==> src/common/psdc_pkg.sv <==
package psdc_pkg;

	////////////////////////////////////////////////////////////////////////////////
	// Register byte addresses
	localparam logic [31:0] ADDR_SYS_CONFIG = 32'h005F_6C80;
	localparam logic [31:0] ADDR_STATUS     = 32'h005F_6C84;
	localparam logic [31:0] ADDR_TRIG_CLEAR = 32'h005F_6C88;
	localparam logic [31:0] ADDR_WINDOW     = 32'h005F_6C8C;
	localparam logic [31:0] ADDR_BIT_ORDER  = 32'h005F_6CE8;
	localparam logic [31:0] ADDR_TX_COUNT   = 32'h005F_6CF4;
	localparam logic [31:0] ADDR_RX_COUNT   = 32'h005F_6CF8;
	localparam logic [31:0] ADDR_RX_BASE    = 32'h005F_6CFC;

	////////////////////////////////////////////////////////////////////////////////
	// Field layouts and reset values
	localparam int          CFG_TMO_LSB  = 16;
	localparam int          CFG_SHT_BIT  = 12;
	localparam int          CFG_RATE_LSB = 8;
	localparam int          CFG_DLY_LSB  = 0;
	localparam logic [31:0] CFG_MASK     = 32'hFFFF_130F;
	localparam logic [31:0] CFG_RST      = 32'h3A98_0000;
	localparam int          ST_BUSY_BIT  = 31;
	localparam int          WIN_KEY_LSB  = 16;
	localparam logic [15:0] WIN_KEY      = 16'h6155;
	localparam int          WIN_TOP_LSB  = 8;
	localparam int          WIN_BOT_LSB  = 0;
	localparam logic [6:0]  WIN_TOP_RST  = 7'h7F;
	localparam logic [6:0]  WIN_BOT_RST  = 7'h00;
	localparam logic [1:0]  WIN_HIGH     = 2'h1;
	localparam int          ACNT_LSB     = 5;
	localparam logic [7:0]  LINE_IDLE    = 8'hFF;
	localparam logic        BITORD_RST   = 1'b1;
	localparam logic [1:0]  RESP_OKAY    = 2'h0;
	localparam logic [1:0]  RESP_SLVERR  = 2'h2;

	////////////////////////////////////////////////////////////////////////////////
	// Timing
	localparam int CLK_PERIOD_NS  = 5;
	localparam int TMO_STEP_NS    = 20;
	localparam int TMO_STEP_CYC   = (TMO_STEP_NS + CLK_PERIOD_NS - 1) / CLK_PERIOD_NS;
	localparam int DLY_STEP_US    = 1300;
	localparam int DLY_STEP_CYC   = (DLY_STEP_US * 1000) / CLK_PERIOD_NS;

	////////////////////////////////////////////////////////////////////////////////
	// Bus carriers
	typedef struct packed {
		logic        awvalid;
		logic [31:0] awaddr;
		logic        wvalid;
		logic [31:0] wdata;
		logic [3:0]  wstrb;
		logic        bready;
		logic        arvalid;
		logic [31:0] araddr;
		logic        rready;
	} psdc_axil_req_t;

	typedef struct packed {
		logic        awready;
		logic        wready;
		logic        bvalid;
		logic [1:0]  bresp;
		logic        arready;
		logic        rvalid;
		logic [31:0] rdata;
		logic [1:0]  rresp;
	} psdc_axil_rsp_t;

endpackage

==> src/rtl/psdc_sync.sv <==
`timescale 1ns/1ps
module psdc_sync #(
	parameter int           W   = 8,
	parameter logic [W-1:0] RST = '1
) (
	input  wire logic         sys_clk,
	input  wire logic         arst_n,
	input  wire logic [W-1:0] async_in,
	output logic      [W-1:0] sync_out
);
	// Stages 1..3 plus the accepted value; stage 1 feeds only stage 2
	logic [3:0][W-1:0] s_q;
	logic [3:0][W-1:0] s_d;

	always_comb begin
		s_d[0] = async_in;
		s_d[1] = s_q[0];
		s_d[2] = s_q[1];
		s_d[3] = s_q[3];
		for (int i = 0; i < W; i++) begin
			if (s_q[1][i] == s_q[2][i]) begin
				s_d[3][i] = s_q[2][i];
			end
		end
	end

	always_ff @(posedge sys_clk or negedge arst_n) begin
		if (!arst_n) begin
			s_q <= {4{RST}};
		end else begin
			s_q <= s_d;
		end
	end

	assign sync_out = s_q[3];
endmodule

==> src/rtl/psdc_delay.sv <==
`timescale 1ns/1ps
module psdc_delay #(
	parameter int STEP_CYC = 260000
) (
	input  wire logic       sys_clk,
	input  wire logic       arst_n,
	input  wire logic       load,
	input  wire logic [3:0] steps,
	input  wire logic       abort,
	output logic            done
);
	typedef struct packed {
		logic        run;
		logic [3:0]  steps;
		logic [31:0] cyc;
		logic        done;
	} psdc_dly_state_t;

	psdc_dly_state_t s_q;
	psdc_dly_state_t s_d;

	always_comb begin
		s_d      = s_q;
		s_d.done = 1'b0;
		if (abort) begin
			s_d.run = 1'b0;
		end else if (load) begin
			s_d.run   = 1'b1;
			s_d.steps = steps;
			s_d.cyc   = 32'h0000_0000;
		end else if (s_q.run) begin
			if (s_q.steps == 4'h0) begin
				s_d.run  = 1'b0;
				s_d.done = 1'b1;
			end else if (s_q.cyc == 32'(STEP_CYC - 1)) begin
				s_d.cyc   = 32'h0000_0000;
				s_d.steps = s_q.steps - 4'h1;
			end else begin
				s_d.cyc = s_q.cyc + 32'h0000_0001;
			end
		end
	end

	always_ff @(posedge sys_clk or negedge arst_n) begin
		if (!arst_n) begin
			s_q <= '0;
		end else begin
			s_q <= s_d;
		end
	end

	assign done = s_q.done;
endmodule

==> src/rtl/psdc_ctrl.sv <==
// Design decision made here: register access over AXI4-Lite.
`timescale 1ns/1ps
// Notes on behaviour
// - Config bits 31-16 set response timeout in 20 ns steps, reset 0x3A98.
// - Config bit 12 zero restarts every vblank; one waits for trigger clear.
// - Config bits 9-8 pick line rate: 00 is 2 Mbps default, 01 1 Mbps.
// - Config bits 3-0 delay vblank start in 1.3 ms steps, default zero.
// - Single trigger and delay apply only with vblank trigger source.
// - Hardware never changes the config register; it holds the last write.
// - Status bit 31 shows busy; software must not overwrite transmit data then.
// - Status bits 26-24 show frame counter, 21-16 state counter, zero at reset.
// - Status bits 7-0 show live port lines, A on odd bits, B on even bits, idle 0xFF.
// - Writing one to trigger clear bit 0 re-arms vblank; zero is ignored.
// - Trigger clear counts only with vblank source and manual single trigger.
// - Window fields change only when bits 31-16 of the write carry 0x6155.
// - Window start from bits 14-8 as A26-A20, A28-A27 01, reset 0x7F.
// - Window end from bits 6-0, same encoding, reset 0x00.
// - Memory accesses outside the window are refused and flag overrun.
// - Bit-order bit 0 picks MSB position: 0 bit 7, 1 bit 31 default.
// - Read-only transmit address counter in bits 28-5, never reset.
// - Read-only receive address counter and base in bits 28-5, never reset.
// - Trigger select 0 starts from software; 1 starts at vblank end.
module psdc_ctrl #(
	parameter int DLY_STEP_CYC = psdc_pkg::DLY_STEP_CYC
) (
	input  wire logic                     sys_clk,
	input  wire logic                     arst_n,
	input  wire psdc_pkg::psdc_axil_req_t axil_req,
	output psdc_pkg::psdc_axil_rsp_t      axil_rsp,
	input  wire logic                     dma_trigger_select,
	input  wire logic                     sw_start,
	input  wire logic                     vblank_out,
	output logic                          dma_start,
	input  wire logic                     xfer_busy,
	input  wire logic [2:0]               frame_count,
	input  wire logic [5:0]               state_count,
	input  wire logic [3:0]               port_line_a,
	input  wire logic [3:0]               port_line_b,
	output logic [1:0]                    line_rate_sel,
	output logic                          msb_bit31,
	input  wire logic                     resp_wait_start,
	input  wire logic                     resp_wait_stop,
	output logic                          resp_timeout,
	input  wire logic                     mem_req_valid,
	input  wire logic [28:0]              mem_req_addr,
	output logic                          mem_req_allow,
	output logic                          overrun_error,
	input  wire logic                     tx_addr_set,
	input  wire logic [23:0]              tx_addr_next,
	input  wire logic                     rx_addr_set,
	input  wire logic [23:0]              rx_addr_next,
	input  wire logic                     rx_base_set,
	input  wire logic [23:0]              rx_base_next
);

	////////////////////////////////////////////////////////////////////////////////
	// State
	typedef struct packed {
		logic [31:0] cfg;
		logic        bitord;
		logic [6:0]  win_top;
		logic [6:0]  win_bot;
		logic        armed;
		logic        aw_have;
		logic [31:0] aw_addr;
		logic        w_have;
		logic [31:0] wdata;
		logic [3:0]  wstrb;
		logic        bvalid;
		logic [1:0]  bresp;
		logic        rvalid;
		logic [31:0] rdata;
		logic [1:0]  rresp;
		logic        start;
		logic        tmo_run;
		logic [17:0] tmo_cnt;
		logic        tmo;
		logic        overrun;
	} psdc_state_t;

	psdc_state_t s_q;
	psdc_state_t s_d;

	logic [23:0] tx_cnt_q;
	logic [23:0] rx_cnt_q;
	logic [23:0] rx_base_q;
	logic [7:0]  line_sync;
	logic [7:0]  line_raw;
	logic        sht_manual;
	logic        vb_fire;
	logic        dly_done;
	logic        aw_hs;
	logic        w_hs;
	logic        ar_hs;
	logic [31:0] strb_mask;
	logic [31:0] rd_mux;
	logic        rd_hit;
	logic        wr_hit;
	logic [17:0] tmo_limit;
	logic        clear_req;

	////////////////////////////////////////////////////////////////////////////////
	// Line monitor: pins pass four flops before they are shown
	always_comb begin
		for (int p = 0; p < 4; p++) begin
			line_raw[2*p+1] = port_line_a[p];
			line_raw[2*p]   = port_line_b[p];
		end
	end

	psdc_sync #(
		.W   (8),
		.RST (psdc_pkg::LINE_IDLE)
	) u_line_sync (
		.sys_clk  (sys_clk),
		.arst_n   (arst_n),
		.async_in (line_raw),
		.sync_out (line_sync)
	);

	////////////////////////////////////////////////////////////////////////////////
	// Vblank start delay
	assign sht_manual = s_q.cfg[psdc_pkg::CFG_SHT_BIT];
	assign vb_fire    = vblank_out && dma_trigger_select && (s_q.armed || !sht_manual);

	psdc_delay #(
		.STEP_CYC (DLY_STEP_CYC)
	) u_delay (
		.sys_clk (sys_clk),
		.arst_n  (arst_n),
		.load    (vb_fire),
		.steps   (s_q.cfg[psdc_pkg::CFG_DLY_LSB +: 4]),
		.abort   (!dma_trigger_select),
		.done    (dly_done)
	);

	////////////////////////////////////////////////////////////////////////////////
	// Bus handshakes and decode
	assign aw_hs = axil_req.awvalid && !s_q.aw_have && !s_q.bvalid;
	assign w_hs  = axil_req.wvalid && !s_q.w_have && !s_q.bvalid;
	assign ar_hs = axil_req.arvalid && !s_q.rvalid;

	always_comb begin
		for (int b = 0; b < 4; b++) begin
			strb_mask[8*b +: 8] = {8{s_q.wstrb[b]}};
		end
	end

	always_comb begin
		rd_mux = 32'h0000_0000;
		rd_hit = 1'b1;
		case (axil_req.araddr[31:2])
			psdc_pkg::ADDR_SYS_CONFIG[31:2]: rd_mux = s_q.cfg;
			psdc_pkg::ADDR_STATUS[31:2]: begin
				rd_mux[psdc_pkg::ST_BUSY_BIT] = xfer_busy;
				rd_mux[26:24]                 = frame_count;
				rd_mux[21:16]                 = state_count;
				rd_mux[7:0]                   = line_sync;
			end
			psdc_pkg::ADDR_TRIG_CLEAR[31:2]: rd_mux = 32'h0000_0000;
			psdc_pkg::ADDR_WINDOW[31:2]:     rd_mux = 32'h0000_0000;
			psdc_pkg::ADDR_BIT_ORDER[31:2]:  rd_mux[0] = s_q.bitord;
			psdc_pkg::ADDR_TX_COUNT[31:2]:   rd_mux[psdc_pkg::ACNT_LSB +: 24] = tx_cnt_q;
			psdc_pkg::ADDR_RX_COUNT[31:2]:   rd_mux[psdc_pkg::ACNT_LSB +: 24] = rx_cnt_q;
			psdc_pkg::ADDR_RX_BASE[31:2]:    rd_mux[psdc_pkg::ACNT_LSB +: 24] = rx_base_q;
			default:                         rd_hit = 1'b0;
		endcase
	end

	always_comb begin
		case (s_q.aw_addr[31:2])
			psdc_pkg::ADDR_SYS_CONFIG[31:2],
			psdc_pkg::ADDR_STATUS[31:2],
			psdc_pkg::ADDR_TRIG_CLEAR[31:2],
			psdc_pkg::ADDR_WINDOW[31:2],
			psdc_pkg::ADDR_BIT_ORDER[31:2],
			psdc_pkg::ADDR_TX_COUNT[31:2],
			psdc_pkg::ADDR_RX_COUNT[31:2],
			psdc_pkg::ADDR_RX_BASE[31:2]: wr_hit = 1'b1;
			default:                      wr_hit = 1'b0;
		endcase
	end

	assign clear_req = s_q.aw_have && s_q.w_have
		&& (s_q.aw_addr[31:2] == psdc_pkg::ADDR_TRIG_CLEAR[31:2])
		&& s_q.wstrb[0] && s_q.wdata[0]
		&& dma_trigger_select && sht_manual;

	assign tmo_limit = 18'(s_q.cfg[psdc_pkg::CFG_TMO_LSB +: 16] * psdc_pkg::TMO_STEP_CYC);

	////////////////////////////////////////////////////////////////////////////////
	// Next state
	always_comb begin
		s_d         = s_q;
		s_d.start   = 1'b0;
		s_d.tmo     = 1'b0;
		s_d.overrun = 1'b0;

		if (aw_hs) begin
			s_d.aw_have = 1'b1;
			s_d.aw_addr = axil_req.awaddr;
		end
		if (w_hs) begin
			s_d.w_have = 1'b1;
			s_d.wdata  = axil_req.wdata;
			s_d.wstrb  = axil_req.wstrb;
		end
		if (s_q.bvalid && axil_req.bready) begin
			s_d.bvalid = 1'b0;
		end

		// Write commits one cycle after both halves are held
		if (s_q.aw_have && s_q.w_have) begin
			s_d.aw_have = 1'b0;
			s_d.w_have  = 1'b0;
			s_d.bvalid  = 1'b1;
			s_d.bresp   = wr_hit ? psdc_pkg::RESP_OKAY : psdc_pkg::RESP_SLVERR;
			case (s_q.aw_addr[31:2])
				psdc_pkg::ADDR_SYS_CONFIG[31:2]: begin
					s_d.cfg = ((s_q.cfg & ~strb_mask) | (s_q.wdata & strb_mask))
						& psdc_pkg::CFG_MASK;
				end
				psdc_pkg::ADDR_WINDOW[31:2]: begin
					// Partial strobes cannot carry key and fields together
					if ((s_q.wstrb == 4'hF)
						&& (s_q.wdata[psdc_pkg::WIN_KEY_LSB +: 16] == psdc_pkg::WIN_KEY)) begin
						s_d.win_top = s_q.wdata[psdc_pkg::WIN_TOP_LSB +: 7];
						s_d.win_bot = s_q.wdata[psdc_pkg::WIN_BOT_LSB +: 7];
					end
				end
				psdc_pkg::ADDR_BIT_ORDER[31:2]: begin
					if (s_q.wstrb[0]) begin
						s_d.bitord = s_q.wdata[0];
					end
				end
				default: begin
				end
			endcase
		end

		if (ar_hs) begin
			s_d.rvalid = 1'b1;
			s_d.rdata  = rd_mux;
			s_d.rresp  = rd_hit ? psdc_pkg::RESP_OKAY : psdc_pkg::RESP_SLVERR;
		end else if (s_q.rvalid && axil_req.rready) begin
			s_d.rvalid = 1'b0;
		end

		// DMA start: software path, or vblank path after the delay
		if (!dma_trigger_select && sw_start) begin
			s_d.start = 1'b1;
		end else if (dma_trigger_select && dly_done) begin
			s_d.start = 1'b1;
		end
		// Single trigger disarms on the vblank that launches; re-arm wins a tie
		if (vb_fire && sht_manual) begin
			s_d.armed = 1'b0;
		end
		if (clear_req) begin
			s_d.armed = 1'b1;
		end

		// Response timeout from start of output
		if (resp_wait_start) begin
			s_d.tmo_run = 1'b1;
			s_d.tmo_cnt = 18'h00000;
		end else if (resp_wait_stop) begin
			s_d.tmo_run = 1'b0;
		end else if (s_q.tmo_run) begin
			if (s_q.tmo_cnt >= tmo_limit) begin
				s_d.tmo_run = 1'b0;
				s_d.tmo     = 1'b1;
			end else begin
				s_d.tmo_cnt = s_q.tmo_cnt + 18'h00001;
			end
		end

		if (mem_req_valid && !mem_req_allow) begin
			s_d.overrun = 1'b1;
		end
	end

	always_ff @(posedge sys_clk or negedge arst_n) begin
		if (!arst_n) begin
			s_q         <= '0;
			s_q.cfg     <= psdc_pkg::CFG_RST;
			s_q.bitord  <= psdc_pkg::BITORD_RST;
			s_q.win_top <= psdc_pkg::WIN_TOP_RST;
			s_q.win_bot <= psdc_pkg::WIN_BOT_RST;
			s_q.armed   <= 1'b1;
		end else begin
			s_q <= s_d;
		end
	end

	// Debug address counters keep their value through reset by design
	always_ff @(posedge sys_clk) begin
		if (tx_addr_set) begin
			tx_cnt_q <= tx_addr_next;
		end
		if (rx_addr_set) begin
			rx_cnt_q <= rx_addr_next;
		end
		if (rx_base_set) begin
			rx_base_q <= rx_base_next;
		end
	end

	////////////////////////////////////////////////////////////////////////////////
	// Outputs
	// A reversed window admits nothing, which is safer than wrapping
	assign mem_req_allow = (mem_req_addr[28:27] == psdc_pkg::WIN_HIGH)
		&& (mem_req_addr[26:20] >= s_q.win_top)
		&& (mem_req_addr[26:20] <= s_q.win_bot);

	assign axil_rsp.awready = !s_q.aw_have && !s_q.bvalid;
	assign axil_rsp.wready  = !s_q.w_have && !s_q.bvalid;
	assign axil_rsp.bvalid  = s_q.bvalid;
	assign axil_rsp.bresp   = s_q.bresp;
	assign axil_rsp.arready = !s_q.rvalid;
	assign axil_rsp.rvalid  = s_q.rvalid;
	assign axil_rsp.rdata   = s_q.rdata;
	assign axil_rsp.rresp   = s_q.rresp;

	assign dma_start     = s_q.start;
	assign line_rate_sel = s_q.cfg[psdc_pkg::CFG_RATE_LSB +: 2];
	assign msb_bit31     = s_q.bitord;
	assign resp_timeout  = s_q.tmo;
	assign overrun_error = s_q.overrun;
endmodule

==> config.mk <==
export PLATFORM = sky130hd
export DESIGN_NAME = psdc_ctrl
export DESIGN_NICKNAME = d
export VERILOG_FILES = /design/src/common/psdc_pkg.sv /design/src/rtl/psdc_sync.sv /design/src/rtl/psdc_delay.sv /design/src/rtl/psdc_ctrl.sv
export SDC_FILE = /design/constraint.sdc
export NUM_CORES = 1
export LEC_CHECK = 0
export ABC_CLOCK_PERIOD_IN_PS = 4500
export BUFFER_PORTS_ARGS = -buffer_cell sky130_fd_sc_hd__buf_2
export CAP_MARGIN = 30
export CORE_AREA = 2 2 161 163
export CTS_BUF_LIST = sky130_fd_sc_hd__clkbuf_2
export DETAILED_ROUTE_END_ITERATION = 10
export DIE_AREA = 0 0 163 165
export PLACE_DENSITY = 0.82
export REMOVE_ABC_BUFFERS = 1
export SLEW_MARGIN = 5
export SYNTH_ARGS = -nofsm -noshare
export SYNTH_HDL_FRONTEND = slang
export SYNTH_SLANG_ARGS = --single-unit
==> constraint.sdc <==
create_clock -name sys_clk -period 4.5 [get_ports sys_clk]
set_clock_uncertainty 0.1 [all_clocks]
set_input_delay 0 -clock sys_clk [delete_from_list [all_inputs] [get_ports sys_clk]]
set_output_delay 0 -clock sys_clk [all_outputs]
set_load 0.005 [all_outputs]
==> flow_summary_export.csv, run 1 <==
group,metric,value,unit
logic_synthesis,syn_inst,1080,
logic_synthesis,synth.area.top_cells,"dfrtp_1, edfxtp_1, mux2_2",
clock_network,clock_sinks,305,
logic_synthesis,synth_commonest_cells,"dfrtp_1, mux2_2, edfxtp_1, nand2_1, nor2_1",
place,gp_congestion,0.885,
clock_network,cts_buffers,78,
status,run_status,"did not finish",
logic_synthesis,yosysSeqAreaShare,59.2,%
logic_synthesis,yosys.area.top_type_share,34.0,%
logic_synthesis,ys_warn_count,0,
clock_network,holdBufCountCts,348,
logic_synthesis,synthMostInstantiatedCell,"dfrtp_1",
clock_network,htreeDepth,3,
floorplanning,io_pins,283,
logic_synthesis,synth-edff-count,72,
clock_network,cts_max_path_buffers,3,
clock_network,cts-resized-gates,0,
place,place_hpwl,22000,um
floorplanning,rows,58,
status,haltStage,"clock tree synthesis",
clock_network,cts_root_buffer,"clkbuf_2",
logic_synthesis,yosysUniqueCellTypes,66,
floorplanning,die_x,163,um
place,io_buffers,254,
logic_synthesis,avgSynthCellArea,12.6,um2
floorplanning,die_h,165,um
logic_synthesis,synth_area,13600,um2
logic_synthesis,synth_flop_cell,"dfrtp_1",
logic_synthesis,synth_top_area_cell,"dfrtp_1",
floorplanning,start_util,54.4,%
clock_network,cts_setup_buffers,0,
status,stop_error,"[ERROR RSZ-0060] Max buffer count reached.",
logic_synthesis,async_reset_ff_share,76.4,%
logic_synthesis,synth.ff_latch_count,305,
## kinds of logic after synthesis
kind of cell / count (synthesis) / share of synthesized area, %
AO/OA/AOI/OAI: 163 / 8.22
buffers and inverters: 119 / 4.53
other: 1 / 0.0276
multiplexers: 129 / 10.6
XOR/XNOR: 30 / 1.93
adder cells (fa/ha/maj): 43 / 3.81
flip-flops: 305 / 59.2
AND/OR/NAND/NOR: 290 / 11.7
## stage by stage
stage	hold slack [ps]	std cells	instance area, um2	worst slack (ps)
global placement	-0.739	1591	14900	1430
detailed placement	-0.332	1592	14900	1380
floorplan	-396	1003	13100	1670
==> inputs of run 2 (changes only) <==
- CORE_AREA: 2 2 161 163 -> 2 2 188 190
- CTS_BUF_LIST: sky130_fd_sc_hd__clkbuf_2 -> unset
- DIE_AREA: 0 0 163 165 -> 0 0 190 192
- PLACE_DENSITY: 0.82 -> unset
- PLACE_DENSITY_LB_ADDON: unset -> 0.15
==> run 2 against run 1 <==
  * The flow now finishes, with violations (hold timing)
  * Area after synthesis unchanged
  * Synthesized cell count unchanged
==> flow_summary_export.csv, run 2 <==
group,metric,value,unit
drt,vias_per_cell,5.04,
logic_synthesis,async_reset_ff_share,76.4,%
logic_synthesis,avgSynthCellArea,12.6,um2
clock_network,insertion_delay,530,ps
sta,slew_viol_final,0,
logic_synthesis,synthMostInstantiatedCell,"dfrtp_1",
clock_network,htreeDepth,2,
logic_synthesis,synth.area.top_cells,"dfrtp_1, edfxtp_1, mux2_2",
logic_synthesis,synth.ff_latch_count,305,
pwr,p_leak,7.83,nW
clock_network,clk_pin_slew_worst_paths,60,ps
floorplanning,die_x,190,um
global_route,grt_max_degree,104,
place,place_hpwl,23600,um
drt,wl_per_cell,17.8,um
floorplanning,die_area,36500,um2
worst_setup_path,cp.arrival,3940,ps
clock_network,cts_setup_buffers,0,
logic_synthesis,ys_warn_count,0,
drt,dr.pass1.iters,5,
logic_synthesis,yosysSeqAreaShare,59.2,%
drt,vias,9928,
worst_setup_path,cp_cell_sequence,"inv_1 -> ha_1 -> and4_4 -> a221o_1 -> o311a_1 -> or4_1 -> a21oi_1 -> dlygate4sd3_1",
final_layout,top_register,"s_q",
clock_network,cts_max_path_buffers,3,
global_route,overflow,0,
global_route,grtUsageTotal,19.3,%
worst_setup_path,path_buf_inv,2,
final_layout,nets,1753,
logic_synthesis,synth_top_area_cell,"dfrtp_1",
logic_synthesis,synth-edff-count,72,
drt,route.detailed.drc,0,
drt,wl,35100,um
sta,relSlewSlack,34.3,%
worst_setup_path,cp-end-kind,"flip-flop",
worst_setup_path,r2r_slack,920,ps
place,gp_congestion,0.792,
clock_network,cts_tree,"built",
final_layout,drive_gt1_share,33.4,%
logic_synthesis,synth_flop_cell,"dfrtp_1",
logic_synthesis,yosysUniqueCellTypes,66,
flow_run,max-cap-violations,0,
worst_setup_path,setup.worst_path.class,"reg -> reg",
pwr,irDropWorstVdd,0.000317,V
drt,drt_iter0_drc,406,
logic_synthesis,synth_area,13600,um2
sta,worstMarginPinSlew,986,ps
status,violations,"hold timing",
final_layout,syn2layout_area_growth,32.8,%
worst_setup_path,start_kind,"flip-flop",
floorplanning,die_h,192,um
floorplanning,io_pins,283,
floorplanning,rows,68,
final_layout,fill_cells,2945,
logic_synthesis,yosys.area.top_type_share,34.0,%
logic_synthesis,synth_commonest_cells,"dfrtp_1, mux2_2, edfxtp_1, nand2_1, nor2_1",
sta,rsz0062_at_grt,"false",
place,io_buffers,254,
worst_setup_path,worstPathRequired,4860,ps
worst_setup_path,critPathCapture,"s_q[5]$_DFFE_PN0P_",
floorplanning,start_util,39.7,%
pwr,power_density,405,nW/um2
sta,tns,0,ps
worst_setup_path,cp_slowest_stage_delay,660,ps
global_route,grt_pass1_wl,55300,um
floorplanning,core_region_area,34300,um2
drt,ant_nets,0,
worst_setup_path,r2r_cells,8,
worst_hold_path,hold_path.class,"in -> async",
status,run_status,"complete, but fails checks",
global_route,grt_pass1_vias,10200,
worst_setup_path,cp_max_fo,30,
clock_network,cts_root_buffer,"clkbuf_16",
worst_setup_path,slowest_stage,"o311a_1",
global_route,grt_antenna_before_repair,2,
sta,clock.fmax,279,MHz
clock_network,clock_sinks,305,
final_layout,largest_reg_flops,100,
worst_setup_path,crit_family,"compound AO/OA/AOI/OAI gates",
logic_synthesis,syn_inst,1080,
clock_network,cts-resized-gates,0,
final_layout,final_common_cell,"buf_2",
clock_network,cts_buffers,36,
sta,hold_viol_final,5,
worst_setup_path,r2r-end,"s_q[5]$_DFFE_PN0P_",
sta,holdWs,-8.87,ps
worst_setup_path,path_depth,8,
sta,min_period,3580,ps
sta,setup_viol,0,
final_layout,final_cell_mix,"buf_2, dfrtp_1, dlygate4sd3_1",
sta,min_period_over_period,79.5,%
clock_network,holdBufCountCts,181,
==> run 2: cell counts after synthesis <==
Identical to the previous run, type by type.
==> run 2: layer usage <==
layer / global-route usage, % / wire length [um] / vias to the layer above
li1: - / - / 4721
met3: 4.09 / 1980 / 73
met2: 30.7 / 15900 / 265
met1: 26.0 / 16100 / 4869
met4: 7.30 / 1180 / 0
met5: 0 / 0 / -
==> run 2: worst min path at each step <==
stage | start | to | depth (start not counted)
finish | arst_n | axil_rsp[13]$_DFFE_PN0P_ | 2
global route | port_line_b[1] | u_line_sync.s_d[10]$_DFF_PN1_ | 2
CTS | port_line_b[1] | u_line_sync.s_d[10]$_DFF_PN1_ | 2
detailed placement | arst_n | axil_rsp[13]$_DFFE_PN0P_ | 1
global placement | arst_n | axil_rsp[13]$_DFFE_PN0P_ | 1
floorplan | arst_n | async pin | 0
==> run 2: report_power, final <==
| group | switching, mW | internal, mW | total (mW) |
|---|---|---|---|
| clock network | 1.17 | 1.64 | 2.81 |
| logic | 0.401 | 0.599 | 1.00 |
| registers | 0.267 | 3.24 | 3.51 |
==> run 2: stage by stage <==
step / utilization [%] / power, mW / cell area (um2) / instances / setup slack, ps
6_report: 52.7 / 7.32 / 18100 / 1969 / 921
5_1_grt: 52.7 / 7.67 / 18100 / 1967 / 827
4_1_cts: 52.7 / 7.41 / 18100 / 1966 / 966
3_5_place_dp: 44.1 / 4.45 / 15100 / 1719 / 1350
3_3_place_gp: 43.9 / 4.40 / 15000 / 1716 / 1370
2_1_floorplan: - / 4.02 / 13100 / 1003 / 1670
==> run 2: layout make-up <==
cell class	instances	area, um2	share of cell area [%]
antenna	3	7.51	0.0415
clock buffer	53	1010	5.61
clock inverter	13	125	0.692
inverter	41	154	0.851
multi-input combinational	657	4950	27.4
sequential	305	8050	44.5
tap	455	569	3.15
timing repair buffer	442	3210	17.7
==> run 2: worst register-to-register path: stages, from the launching register on <==
cell and delay, ps:
dfstp_2 520, inv_1 70, ha_1 320, and4_4 210, a221o_1 280, o311a_1 660
or4_1 630, a21oi_1 160, dlygate4sd3_1 570
==> run 2: logic make-up (layout without fill, tap and decap cells) <==
logic type	Yosys count	after routing	share of synthesized area, %
compound gates	163	163	8.22
buf+inv	119	549	4.53
flops	305	305	59.2
simple gates	290	290	11.7
other cells	1	5	0.0276
mux	129	129	10.6
xor+xnor	30	30	1.93
fa+ha+maj	43	43	3.81
Note: power is estimated with default switching activity, not from simulation.
==> inputs of run 3 (changes only) <==
- ABC_AREA: unset -> 1
- ABC_CLOCK_PERIOD_IN_PS: 4500 -> 3170
- CORE_AREA: 2 2 188 190 -> 2 2 195 197
- DIE_AREA: 0 0 190 192 -> 0 0 197 199
- clock period: 4.5 -> 3.17 ns (I/O delays scaled with it)
==> run 3 against run 2 <==
  * The run now ends clean
  * Global-route usage is 1.6 points higher
  * Via count rose by 25%
  * Register-to-register slack lost 190 ps
  * Flip-flop and latch count did not move
  * Final area rose by 8.0%
  * Sequential power increased by 41%
  * Critical endpoint is now axil_rsp[20]$_DFFE_PN0P_
==> flow_summary_export.csv, run 3 <==
group,metric,value,unit
sta,worstMarginPinSlew,846,ps
drt,route.detailed.drc,0,
floorplanning,die_x,197,um
final_layout,largest_reg_flops,100,
logic_synthesis,syn_inst,1640,
drt,ant_nets,0,
pwr,swShare,26.8,%
sta,rsz0062_at_grt,"false",
worst_setup_path,cp_cell_sequence,"dlygate4sd3_1 -> buf_2 -> nor2_1 -> nand3_1 -> nor2_2 -> nand2_2 -> inv_2 -> nand2_1 -> nand2_1 -> nand2_1 -> dlygate4sd3_1 -> nand2_1",
floorplanning,core_region_area,37100,um2
logic_synthesis,synth-edff-count,72,
sta,slew_viol_final,0,
sta,min_period_over_period,77.0,%
worst_setup_path,cp.arrival,2820,ps
worst_setup_path,start_kind,"input port",
pwr,irDropWorstVdd,0.000711,V
sta,tns,0,ps
drt,drt_iter0_drc,530,
status,run_status,"completed",
clock_network,clock_sinks,305,
pwr,internal_power,7.96,mW
drt,wl,39900,um
worst_setup_path,cp_max_fo,9,
floorplanning,rows,71,
worst_setup_path,cp-end-kind,"flip-flop",
place,place_hpwl,27000,um
logic_synthesis,synthMostInstantiatedCell,"nand2_1",
final_layout,finalNonFillerCells,2584,
drt,vias,12400,
global_route,grt_pass1_wl,64900,um
final_layout,top_register,"s_q",
final_layout,final_cell_mix,"nand2_1, buf_2, dlygate4sd3_1",
sta,min_period,2440,ps
worst_setup_path,r2r-end,"s_q[124]$_DFFE_PN0P_",
worst_setup_path,r2r_cells,7,
logic_synthesis,yosys.area.top_type_share,31.5,%
clock_network,cts-resized-gates,0,
clock_network,cts_buffers,36,
final_layout,drive_gt1_share,21.2,%
place,gp_congestion,0.847,
final_layout,fill_cells,3462,
pwr,p_leak,9.25,nW
pwr,clock_power_share,38.2,%
drt,vias_per_cell,4.79,
pwr,p_switching,2.91,mW
worst_setup_path,r2r_slack,730,ps
pwr,total_power,10.9,mW
logic_synthesis,synth_commonest_cells,"nand2_1, dfrtp_1, nor2_1, inv_1, nand3_1",
worst_setup_path,worstPathRequired,3550,ps
place,dp.cells,2303,
global_route,grt_antenna_before_repair,1,
clock_network,cts_tree,"built",
logic_synthesis,avgSynthCellArea,8.95,um2
clock_network,cts_root_buffer,"clkbuf_16",
worst_setup_path,path_buf_inv,4,
worst_setup_path,crit_family,"buffers and inverters",
sta,clock.fmax,410,MHz
floorplanning,start_util,39.5,%
floorplanning,die_h,199,um
worst_setup_path,setup.worst_path.class,"in -> reg",
final_layout,final_common_cell,"nand2_1",
logic_synthesis,synth.area.top_cells,"dfrtp_1, edfxtp_1, nand2_1",
final_layout,syn2layout_area_growth,33.1,%
final_layout,nets,2352,
logic_synthesis,synth_top_area_cell,"dfrtp_1",
worst_hold_path,hold_path.class,"in -> async",
global_route,grtUsageTotal,20.9,%
global_route,grt_max_degree,86,
clock_network,htreeDepth,2,
worst_setup_path,crit_top_cell,"nand2_1",
clock_network,cts_max_path_buffers,3,
clock_network,insertion_delay,550,ps
pwr,p_comb_share,16.2,%
worst_setup_path,timing.rr.start,"s_q[129]$_DFFE_PN0P_",
logic_synthesis,synth.ff_latch_count,305,
pwr,power_frac_seq,45.6,%
logic_synthesis,ys_warn_count,0,
clock_network,clk_pin_slew_worst_paths,60,ps
logic_synthesis,yosysSeqAreaShare,54.9,%
sta,relSlewSlack,43.5,%
drt,dr.pass1.iters,5,
sta,hold_viol_final,0,
global_route,overflow,0,
logic_synthesis,synth_flop_cell,"dfrtp_1",
logic_synthesis,yosysUniqueCellTypes,46,
floorplanning,die_area,39200,um2
floorplanning,io_pins,283,
place,io_buffers,254,
logic_synthesis,synth_area,14700,um2
global_route,grt_pass1_vias,12600,
worst_setup_path,slowest_stage,"dlygate4sd3_1",
sta,setup_viol,0,
pwr,power_density,557,nW/um2
logic_synthesis,async_reset_ff_share,76.4,%
flow_run,max-cap-violations,0,
drt,wl_per_cell,15.4,um
worst_setup_path,cp_slowest_stage_delay,580,ps
## run 3: changes by cell type after synthesis, moves of 15 or more
cell | before | now
nand3_1 | 23 | 129
nand2_1 | 70 | 464
a22oi_1 | 28 | 0
o21ai_1 | 3 | 18
nand4_1 | 21 | 47
a21oi_1 | 24 | 49
nor2_1 | 56 | 180
a22o_1 | 18 | 0
mux2_2 | 126 | 30
inv_1 | 41 | 141
## run 3: stage by stage
step / hold slack (ps) / instance area, um2 / worst slack (ps) / util [%]
2_1_floorplan: -396 / 14100 / 907 / -
3_3_place_gp: -70.1 / 16200 / 1080 / 43.5
3_5_place_dp: -62.0 / 16200 / 1050 / 43.5
4_1_cts: 1.09 / 19500 / 752 / 52.6
5_1_grt: 15.8 / 19500 / 524 / 52.6
6_report: 7.35 / 19500 / 730 / 52.6
## run 3: logic make-up after synthesis
family	after synthesis	synth area share (%)
adders and majority gates	43	3.53
other	1	0.0256
AOI/OAI and AO/OA	122	4.55
xor gates and xnor gates	20	1.19
and+or+nand+nor	886	26.0
muxes	30	2.30
DFF	305	54.9
buffers and inverters	233	7.54
## run 3: worst reg2reg max path: stages, from the launching register on
cell and delay, ps:
dfrtp_1 410, nor2_1 150, nand2_1 60, buf_4 270, nor2_1 170, dlygate4sd3_1 560, a21oi_1 40, dlygate4sd3_1 570
## run 3: worst max path at each step
stage | from | end | slack, ps | depth (start not counted)
after floorplan | axil_req[24] | axil_rsp[18]$_DFFE_PN0P_ | 910 | 11
after global placement | s_q[130]$_DFFE_PN1P_ | u_delay.s_q[18]$_DFFE_PN0P_ | 1080 | 11
after detailed placement | s_q[130]$_DFFE_PN1P_ | u_delay.s_q[18]$_DFFE_PN0P_ | 1050 | 11
after CTS | axil_rsp[38]$_DFFE_PN0P_ | s_q[118]$_DFFE_PN0P_ | 750 | 7
after global routing | axil_req[5] | axil_rsp[23]$_DFFE_PN0P_ | 520 | 12
final | axil_req[5] | axil_rsp[20]$_DFFE_PN0P_ | 730 | 12
## run 3: area by class of cell
type | count | area [um2] | area share [%]
inverters | 149 | 559 | 2.86
multi-input cells | 1103 | 5530 | 28.3
repair buffers | 487 | 3600 | 18.4
clock buffers | 47 | 993 | 5.09
flip-flops and latches | 305 | 8050 | 41.2
diodes | 1 | 2.50 | 0.0128
well taps | 474 | 593 | 3.04
clock inverters | 18 | 198 | 1.01
## run 3: metal layers
layer  up-vias  GRT usage [%]  wire length [um]
met1      5823           27.6             18200
met5         -              0                 0
met3        71           3.85              1900
met2       304           34.8             18700
met4         0           6.77              1100
li1       6188              -                 -
## run 3: what timing repair did
item,in CTS,in global routing
setup buffers,0,0
hold buffers,215,0
hold endpoints to repair,402,0
## run 3: power by group through the flow
stage,Combinational [mW],Sequential (mW),Clock (mW)
6_report,1.76,4.96,4.16
5_1_grt,1.97,5.03,4.45
4_1_cts,1.77,4.95,4.27
3_5_place_dp,1.44,5.02,0
3_3_place_gp,1.40,5.01,0
2_1_floorplan,0.933,4.93,0
